`config.mk`:
```
export PLATFORM = sky130hd
export DESIGN_NAME = hspc_top
export DESIGN_NICKNAME = d
export VERILOG_FILES = /design/src/hspc_pkg.sv /design/src/hspc_top.sv /design/src/hspc_unit.sv
export SDC_FILE = /design/constraint.sdc
export NUM_CORES = 1
export LEC_CHECK = 0
export CAP_MARGIN = 10
export CORE_ASPECT_RATIO = 0.5
export CORE_MARGIN = 2
export CORE_UTILIZATION = 55
export CTS_BUF_LIST = sky130_fd_sc_hd__clkbuf_4 sky130_fd_sc_hd__clkbuf_8 sky130_fd_sc_hd__clkbuf_16
export CTS_CLUSTER_DIAMETER = 40
export CTS_CLUSTER_SIZE = 30
export DETAILED_ROUTE_END_ITERATION = 10
export DONT_BUFFER_PORTS = 1
export GPL_TIMING_DRIVEN = 0
export PLACE_DENSITY_LB_ADDON = 0.15
export SLEW_MARGIN = 30
export SYNTH_ARGS = -nofsm -noshare
export SYNTH_HDL_FRONTEND = slang
export SYNTH_HIERARCHICAL = 1
export SYNTH_SLANG_ARGS = --single-unit
```
`constraint.sdc`:
```
create_clock -name sys_clk -period 13 [get_ports sys_clk]
set_input_delay 0 -clock sys_clk [delete_from_list [all_inputs] [get_ports sys_clk]]
set_output_delay 0 -clock sys_clk [all_outputs]
set_load 0.05 [all_outputs]
```
`src/hspc_pkg.sv`:
```
// Package for the high-speed position capture block: register map, fields, modes, timing
`default_nettype none
package hspc_pkg;
  localparam int UNITS   = 8;
  localparam int POS_W   = 32;
  localparam int ADDR_W  = 8;
  localparam int BUF_D   = 16;
  localparam int BUF_AW  = 4;

  // Register byte offsets
  localparam logic [ADDR_W-1:0] OFF_CFG    = 8'h00; // Per unit config, 8 words
  localparam logic [ADDR_W-1:0] OFF_ARM    = 8'h20; // Arm write: unit idx and value
  localparam logic [ADDR_W-1:0] OFF_STAT   = 8'h24; // Status flags
  localparam logic [ADDR_W-1:0] OFF_PSEL   = 8'h28; // Position read selector
  localparam logic [ADDR_W-1:0] OFF_POS    = 8'h2c; // Captured position of selected unit
  localparam logic [ADDR_W-1:0] OFF_BUFCNT = 8'h30; // Buffer fill level
  localparam logic [ADDR_W-1:0] OFF_BUFPOP = 8'h34; // Buffer read and pop
  localparam logic [ADDR_W-1:0] OFF_FEED   = 8'h38; // Analog feedback flags per unit

  // Config fields
  localparam int CFG_MODE_LSB = 0;
  localparam int CFG_MODE_W   = 3;
  localparam int CFG_BUF_BIT  = 3;
  localparam int CFG_CH_LSB   = 4;  // Upper nibble channel selector
  localparam logic [3:0] CH_PRIMARY   = 4'h0;
  localparam logic [3:0] CH_SECONDARY = 4'ha;
  // Arm fields
  localparam int ARM_UNIT_LSB = 0;
  localparam int ARM_VAL_BIT  = 8;

  localparam logic [7:0] CFG_RESET = 8'h00;

  // Timing: capture latency bound
  localparam int CLK_PERIOD_NS   = 40;
  localparam int LAT_MAX_NS      = 100;
  localparam int LAT_MAX_CYC     = LAT_MAX_NS / CLK_PERIOD_NS;

  typedef enum logic [2:0] {
    HSPC_LVL_HI  = 3'b000,
    HSPC_LVL_LO  = 3'b001,
    HSPC_RISE    = 3'b010,
    HSPC_FALL    = 3'b011,
    HSPC_DIN     = 3'b100,
    HSPC_DIN_INV = 3'b101
  } hspc_mode_e;

  typedef struct packed {
    logic [3:0] chan;
    logic       buffered;
    hspc_mode_e mode;
  } hspc_cfg_s;

  typedef struct packed {
    logic [ADDR_W-1:0] addr;
    logic [31:0]       wdata;
    logic              wr;
    logic              rd;
  } hspc_bus_s;
endpackage
`default_nettype wire

```
`src/hspc_top.sv`:
```
// Eight-unit high-speed position capture with register port and capture buffer
// How it works
// - Each unit picks one of six trigger interpretations from its config register.
// - Non-inverting level: high trigger level is the capture condition.
// - Inverting level: low trigger level is the capture condition.
// - When armed and active, the encoder position is latched.
// - Single operation captures once then disarms itself.
// - Buffered operation pushes each position to a buffer and stays armed; only the lowest unit of simultaneous captures is pushed, none when full.
// - In level and edge settings the flag sticks once set until re-arm.
// - Plain-input settings make status follow the input, optionally inverted.
// - Arm commands and capture are ignored in plain-input settings.
// - Arm command carries a value; false disarms.
// - Capture latches within one clock after the synchronised trigger, well under 100 ns.
// - No capture on units flagged as analog feedback.
// - Every unit can capture while its encoder is in use, except in plain-input settings or when flagged as analog feedback.
// - Upper config nibble selects channel: 0x0 primary, 0xa secondary.
// - Single operation holds flag and position until re-arm.
// - Status read gives one flag per unit for eight units.
//
// The strobed register port and the placing of the registers were chosen for this implementation.
`default_nettype none
module hspc_top
  import hspc_pkg::*;
(
  input  wire logic                   sys_clk,
  input  wire logic                   reset_n,
  input  wire logic [ADDR_W-1:0]      reg_addr,
  input  wire logic [31:0]            reg_wdata,
  input  wire logic                   reg_wr,
  input  wire logic                   reg_rd,
  output logic [31:0]                 reg_rdata,
  input  wire logic [UNITS-1:0]       trig_in,
  input  wire logic [UNITS*POS_W-1:0] enc_pos,
  output logic [UNITS-1:0]            status_out,
  output logic                        buf_overflow
);
  import hspc_pkg::*;

  hspc_cfg_s        cfg_ff [UNITS];
  logic [UNITS-1:0] analog_ff;
  logic [UNITS-1:0] trig_s1_ff;
  logic [UNITS-1:0] trig_s2_ff;
  logic [UNITS-1:0] unit_stat;
  logic [UNITS-1:0] unit_cap;
  logic [POS_W-1:0] unit_pos [UNITS];
  logic [2:0]       psel_ff;
  logic [31:0]      rdata_ff;
  logic [31:0]      nxt_rdata;
  logic [UNITS-1:0] status_ff;
  logic             ovf_ff;
  logic [POS_W-1:0] buf_mem [BUF_D];
  logic [BUF_AW-1:0] wp_ff;
  logic [BUF_AW-1:0] rp_ff;
  logic [BUF_AW:0]   cnt_ff;
  logic              push;
  logic              pop;
  logic [POS_W-1:0]  push_data;
  logic              arm_wr;
  logic [UNITS-1:0]  arm_sel;
  logic              wr_cfg;
  logic              wr_feed;
  logic              wr_psel;
  logic              wr_ovf_clr;
  logic              buf_full;
  logic              buf_empty;
  logic              accept;

  // Word decode shared by read and write paths
  function automatic logic hit(input logic [ADDR_W-1:0] a, input logic [ADDR_W-1:0] off);
    hit = (a == off);
  endfunction

  // Config words sit at OFF_CFG + 4*unit
  function automatic logic cfg_hit(input logic [ADDR_W-1:0] a);
    cfg_hit = (a[ADDR_W-1:5] == OFF_CFG[ADDR_W-1:5]) && (a[1:0] == 2'b00);
  endfunction

  // Unit index of a config word address
  function automatic logic [2:0] unit_of(input logic [ADDR_W-1:0] a);
    unit_of = a[4:2];
  endfunction

  // Reserved trigger codes fall back to non-inverting level
  function automatic hspc_mode_e mode_of(input logic [31:0] w);
    logic [CFG_MODE_W-1:0] code;
    code = w[CFG_MODE_LSB +: CFG_MODE_W];
    if (code > 3'(HSPC_DIN_INV))
      mode_of = HSPC_LVL_HI;
    else
      mode_of = hspc_mode_e'(code);
  endfunction

  // Only the secondary code is kept, so a stray value never reads back
  function automatic logic [3:0] chan_of(input logic [31:0] w);
    if (w[CFG_CH_LSB +: 4] == CH_SECONDARY)
      chan_of = CH_SECONDARY;
    else
      chan_of = CH_PRIMARY;
  endfunction

  // Buffer pointers wrap at the buffer depth
  function automatic logic [BUF_AW-1:0] ptr_inc(input logic [BUF_AW-1:0] p);
    ptr_inc = p + 1'b1;
  endfunction

  // Write strobes decoded once for all register processes
  assign arm_wr     = reg_wr && hit(reg_addr, OFF_ARM);
  assign wr_cfg     = reg_wr && cfg_hit(reg_addr);
  assign wr_feed    = reg_wr && hit(reg_addr, OFF_FEED);
  assign wr_psel    = reg_wr && hit(reg_addr, OFF_PSEL);
  assign wr_ovf_clr = reg_wr && hit(reg_addr, OFF_BUFCNT);

  // One arm strobe per unit; the unit field picks exactly one
  always_comb
  begin
    arm_sel = '0;
    if (arm_wr)
      arm_sel[reg_wdata[ARM_UNIT_LSB +: 3]] = 1'b1;
  end

  // Two-flop synchroniser on the external triggers
  always_ff @(posedge sys_clk)
  begin
    if (!reset_n)
    begin
      trig_s1_ff <= '0;
      trig_s2_ff <= '0;
    end
    else
    begin
      trig_s1_ff <= trig_in;
      trig_s2_ff <= trig_s1_ff;
    end
  end

  // Config registers; unknown channel codes fall back to primary
  always_ff @(posedge sys_clk)
  begin
    if (!reset_n)
    begin
      for (int i = 0; i < UNITS; i++)
        cfg_ff[i] <= hspc_cfg_s'(CFG_RESET);
    end
    else if (wr_cfg)
    begin
      cfg_ff[unit_of(reg_addr)].mode     <= mode_of(reg_wdata);
      cfg_ff[unit_of(reg_addr)].buffered <= reg_wdata[CFG_BUF_BIT];
      cfg_ff[unit_of(reg_addr)].chan     <= chan_of(reg_wdata);
    end
  end

  // Analog feedback flags; a set bit keeps that unit from capturing
  always_ff @(posedge sys_clk)
  begin
    if (!reset_n)
      analog_ff <= '0;
    else if (wr_feed)
      analog_ff <= reg_wdata[UNITS-1:0];
  end

  // Selector for the captured position read
  always_ff @(posedge sys_clk)
  begin
    if (!reset_n)
      psel_ff <= 3'h0;
    else if (wr_psel)
      psel_ff <= reg_wdata[2:0];
  end

  // One unit per encoder, all running in parallel
  for (genvar g = 0; g < UNITS; g++)
  begin : g_unit
    hspc_unit u_unit (
      .sys_clk   (sys_clk),
      .reset_n   (reset_n),
      .cfg       (cfg_ff[g]),
      .analog_fb (analog_ff[g]),
      .trig_sync (trig_s2_ff[g]),
      .arm_wr    (arm_sel[g]),
      .arm_val   (reg_wdata[ARM_VAL_BIT]),
      .position  (enc_pos[g*POS_W +: POS_W]),
      .status    (unit_stat[g]),
      .capture   (unit_cap[g]),
      .cap_pos   (unit_pos[g])
    );
  end

  // Pick lowest buffered capturer; simultaneous ones from others are dropped
  always_comb
  begin
    push      = 1'b0;
    push_data = '0;
    for (int i = UNITS - 1; i >= 0; i--)
    begin
      if (unit_cap[i] && cfg_ff[i].buffered)
      begin
        push      = 1'b1;
        push_data = enc_pos[i*POS_W +: POS_W];
      end
    end
  end

  // Buffer state; a full buffer loses the push, an empty one refuses the pop
  assign buf_full  = (cnt_ff == (BUF_AW+1)'(BUF_D));
  assign buf_empty = (cnt_ff == '0);
  assign accept    = push && !buf_full;
  assign pop       = reg_rd && hit(reg_addr, OFF_BUFPOP) && !buf_empty;

  // Storage has no reset; words outside the fill count are never read
  always_ff @(posedge sys_clk)
  begin
    if (accept)
      buf_mem[wp_ff] <= push_data;
  end

  // Write pointer advances on each accepted capture
  always_ff @(posedge sys_clk)
  begin
    if (!reset_n)
      wp_ff <= '0;
    else if (accept)
      wp_ff <= ptr_inc(wp_ff);
  end

  // Read pointer advances on each pop
  always_ff @(posedge sys_clk)
  begin
    if (!reset_n)
      rp_ff <= '0;
    else if (pop)
      rp_ff <= ptr_inc(rp_ff);
  end

  // Fill count; an accepted push and a pop in one cycle leave it unchanged
  always_ff @(posedge sys_clk)
  begin
    if (!reset_n)
      cnt_ff <= '0;
    else
      cnt_ff <= cnt_ff + (BUF_AW+1)'(accept) - (BUF_AW+1)'(pop);
  end

  // Sticky overflow; set wins over a clearing write
  always_ff @(posedge sys_clk)
  begin
    if (!reset_n)
      ovf_ff <= 1'b0;
    else if (push && buf_full)
      ovf_ff <= 1'b1;
    else if (wr_ovf_clr)
      ovf_ff <= 1'b0;
  end

  // Read mux; unmapped addresses read zero
  always_comb
  begin
    nxt_rdata = 32'h0;
    if (cfg_hit(reg_addr))
      nxt_rdata[7:0] = cfg_ff[unit_of(reg_addr)];
    else if (hit(reg_addr, OFF_STAT))
      nxt_rdata[UNITS-1:0] = unit_stat;
    else if (hit(reg_addr, OFF_PSEL))
      nxt_rdata[2:0] = psel_ff;
    else if (hit(reg_addr, OFF_POS))
      nxt_rdata = unit_pos[psel_ff];
    else if (hit(reg_addr, OFF_BUFCNT))
      nxt_rdata = {15'h0, ovf_ff, 11'h0, cnt_ff};
    else if (hit(reg_addr, OFF_BUFPOP))
      nxt_rdata = buf_empty ? 32'h0 : buf_mem[rp_ff];
    else if (hit(reg_addr, OFF_FEED))
      nxt_rdata[UNITS-1:0] = analog_ff;
  end

  // Read data registered, valid only in the cycle after the strobe
  always_ff @(posedge sys_clk)
  begin
    if (!reset_n)
      rdata_ff <= 32'h0;
    else if (reg_rd)
      rdata_ff <= nxt_rdata;
    else
      rdata_ff <= 32'h0;
  end

  // Registered status pins
  always_ff @(posedge sys_clk)
  begin
    if (!reset_n)
      status_ff <= '0;
    else
      status_ff <= unit_stat;
  end

  assign reg_rdata    = rdata_ff;
  assign status_out   = status_ff;
  assign buf_overflow = ovf_ff;
endmodule
`default_nettype wire

```
`src/hspc_unit.sv`:
```
// One capture unit: trigger detect, arming, status and captured position
`default_nettype none
module hspc_unit
  import hspc_pkg::*;
(
  input  wire logic             sys_clk,
  input  wire logic             reset_n,
  input  wire hspc_cfg_s        cfg,
  input  wire logic             analog_fb,
  input  wire logic             trig_sync,
  input  wire logic             arm_wr,
  input  wire logic             arm_val,
  input  wire logic [POS_W-1:0] position,
  output logic                  status,
  output logic                  capture,
  output logic [POS_W-1:0]      cap_pos
);
  import hspc_pkg::*;

  logic             trig_d_ff;
  logic             armed_ff;
  logic             flag_ff;
  logic [POS_W-1:0] pos_ff;
  logic             plain;
  logic             active;

  // Plain-input settings bypass the capture path entirely
  assign plain = (cfg.mode == HSPC_DIN) || (cfg.mode == HSPC_DIN_INV);

  // Active condition for the selected interpretation
  always_comb
  begin
    case (cfg.mode)
      HSPC_LVL_HI: active = trig_sync;
      HSPC_LVL_LO: active = !trig_sync;
      HSPC_RISE:   active = trig_sync && !trig_d_ff;
      HSPC_FALL:   active = !trig_sync && trig_d_ff;
      default:     active = 1'b0;
    endcase
  end

  // Analog feedback axes never capture
  assign capture = armed_ff && active && !plain && !analog_fb;

  // Previous trigger level for edge detection
  always_ff @(posedge sys_clk)
  begin
    if (!reset_n)
      trig_d_ff <= 1'b0;
    else
      trig_d_ff <= trig_sync;
  end

  // Arming; single disarms on capture, buffered stays armed
  always_ff @(posedge sys_clk)
  begin
    if (!reset_n)
      armed_ff <= 1'b0;
    else if (arm_wr && !plain)
      armed_ff <= arm_val;
    else if (capture && !cfg.buffered)
      armed_ff <= 1'b0;
  end

  // Sticky flag; arming clears it, capture sets it
  always_ff @(posedge sys_clk)
  begin
    if (!reset_n)
      flag_ff <= 1'b0;
    else if (arm_wr && !plain && arm_val)
      flag_ff <= 1'b0;
    else if (capture)
      flag_ff <= 1'b1;
  end

  // Position latch held until next capture
  always_ff @(posedge sys_clk)
  begin
    if (!reset_n)
      pos_ff <= '0;
    else if (capture)
      pos_ff <= position;
  end

  // Plain settings show the live input, possibly inverted
  assign status  = plain ? (trig_sync ^ (cfg.mode == HSPC_DIN_INV)) : flag_ff;
  assign cap_pos = pos_ff;
endmodule
`default_nettype wire

```
==> impl_metrics.yaml <==
die:
  ios: 349
  die-area_um2: 76700
  die_w_um: 390
  coreArea_um2: 73300
  die_h_um: 197
  rows: 70
  floorplan.initialDensity_pct: 55.8
setup_path:
  cp.required_ns: 13.38
  cp_max_fo: 16
  r2r_slack_ns: 8.41
  worstPathArrival_ns: 4.97
  crit_path_end_kind: "flop"
  worstSetupPathType: "flop to flop"
  start_kind: "flop"
  timing.rr.end: "buf_mem[15][11]$_DFFE_PP_"
  r2r_cells: 12
  timing.rr.start: "cfg_ff[7][0]$_SDFFCE_PN0P_"
logic_synthesis:
  syn_area_per_cell_um2: 13.4
  syn_area_um2: 40900
  syn_inst: 3055
  yosysWarnings: 6
  syn-num-nets: 3375
power_and_ir_drop:
  power_mw: 5.86
  p_leak_nw: 18.9
  ir_worst_vdd_mv: 0.103
  power.density_nw_per_um2: 111
flow_run:
  cap_violations: 0
global_routing:
  grt_first_pass_wirelength_um: 215000
  groute.usage.overall_pct: 39.1
  antenna_found_initial: 22
  gr-total-overflow: 0
  grt_max_degree: 31
  grt_pass1_vias: 31700
timing:
  fin_crit_sh_pct: 35.3
  max_freq_mhz: 218
  rsz0062_at_grt: "no"
  fin_tns_setup_ns: 0
  finalHoldViolations: 0
  slew_headroom_pct: 29.3
  finalClockSkew_ns: 0.0419
  tightestPinTransition_ns: 1.05
  setup_viol: 0
  min_period_ns: 4.59
  slew_violations: 0
outcome:
  status: "completed"
clocking:
  cts_buffers: 73
  cts_max_level: 3
  clockRootBuffer: "clkbuf_16"
  clock_sinks: 917
  clkSlewWorstSetupHoldPaths_ns: 0.10
  cts.repair.resized: 0
  clk_path_buf_depth: 3
  cts_tree: "built"
  insertion_delay_ns: 0.72
cells_and_area:
  drive_gt1_share_pct: 16.0
  syn_to_final_growth_pct: 29.8
  nets: 4213
  postLayoutCoreUtil_pct: 72.4
routing:
  drt-wirelength-per-cell_um: 30.4
  drc_errors: 0
  drt_iter0_markers: 4383
  drt-total-wl_um: 150000
  via_count: 31900
  via_per_inst: 6.46
  postRouteAntennaNets: 0
  dr.pass1.iters: 8
worst_hold_path:
  hold_path_class: "input pin to flop"
  min_from: "enc_pos[125]"
  holdPathStages: 3
  holdPathEnd: "buf_mem[3][29]$_DFFE_PP_"
placement:
  hpwl_um: 99300
  gp_congestion: 1.01
  numPortBuffers: 0
==> sequential cells by signal (all words and copies together) (netlist names), 5 cells and up, named ones only <==
register	flops
analog_ff	8
g_unit.u_unit/armed_ff	8
g_unit.u_unit/flag_ff	8
buf_mem	512
cnt_ff	5
cfg_ff	40
reg_rdata	32
status_out	8
g_unit.u_unit/trig_d_ff	8
g_unit.u_unit/cap_pos	256
trig_s2_ff	8
trig_s1_ff	8
==> how the worst max path moves through the flow <==
stage | from | to | depth (start not counted)
after floorplan | cfg_ff[3][0]$_SDFFCE_PN0P_ | buf_mem[3][0]$_DFFE_PP_ | 10
after global placement | cfg_ff[0][0]$_SDFFCE_PN0P_ | buf_mem[3][18]$_DFFE_PP_ | 10
after detailed placement | cfg_ff[0][0]$_SDFFCE_PN0P_ | buf_mem[2][20]$_DFFE_PP_ | 13
after CTS | cfg_ff[0][0]$_SDFFCE_PN0P_ | buf_mem[3][20]$_DFFE_PP_ | 12
after global routing | cfg_ff[7][0]$_SDFFCE_PN0P_ | buf_mem[8][11]$_DFFE_PP_ | 12
final | cfg_ff[7][0]$_SDFFCE_PN0P_ | buf_mem[15][11]$_DFFE_PP_ | 12
==> critical path, cell delays in order, from the launching register on <==
cell	delay, ns
edfxtp_1	0.45
xor2_1	0.21
o211ai_1	0.10
a21oi_1	0.16
buf_6	0.22
buf_12	0.18
and2_1	0.14
clkbuf_1	0.25
clkbuf_1	0.60
a311oi_1	0.23
o31ai_1	0.86
a2bb2oi_1	0.19
o21ai_2	0.68
==> through the flow <==
stage	cell area (um^2)	worst slack, ns	hold WS [ns]	instances
3_3_place_gp	42100	4.59	0.128	4027
3_5_place_dp	43400	8.58	0.131	4099
5_1_grt	53000	8.37	0.0533	4940
4_1_cts	53000	8.50	0.000223	4926
6_report	53100	8.41	0.0480	4944
2_1_floorplan	40900	8.27	0.127	3055
==> layout by cell type, fill, tap and decap left out, types with 31 or more instances in the layout <==
master and n:
dlygate4sd3_1 691, buf_2 35, mux2i_1 300, nand2_1 623
a221oi_1 32, clkbuf_8 33, a21oi_1 41, and3_1 43
clkbuf_1 91, mux4_2 226, nand3_1 53, buf_4 31
nor2_1 153, buf_6 33, edfxtp_1 552, clkbuf_16 73
and2_1 42, dfxtp_1 365, a311oi_1 32, o21ai_2 31
==> per-layer routing <==
metal	up-vias	GRT usage [%]	share of wire [%]
met5	-	0	0.029
met4	8	17.2	5.1
met3	594	12.4	13
met2	2305	58.9	44
met1	15900	52.6	38
li1	13100	-	-
==> report_power, final <==
part           switching, mW  internal [mW]
sequential            0.0142           3.05
combinational          0.143          0.154
clock                   1.26           1.24
==> cell type report <==
cell class | count | area [um^2]
sequential | 917 | 23900
fill | 4680 | 20300
multi-input combinational | 1896 | 15400
timing repair buffer | 763 | 7990
clock buffer | 78 | 1870
buffer | 226 | 1780
tap | 972 | 1220
clock inverter | 58 | 800
inverter | 16 | 60.1
antenna | 18 | 45.0
==> timing repair <==
action,in CTS,in global routing
buffers inserted,0,0
endpoints found under the hold margin,885,0
hold buffers,691,0
Note: power is estimated with default switching activity, not from simulation.
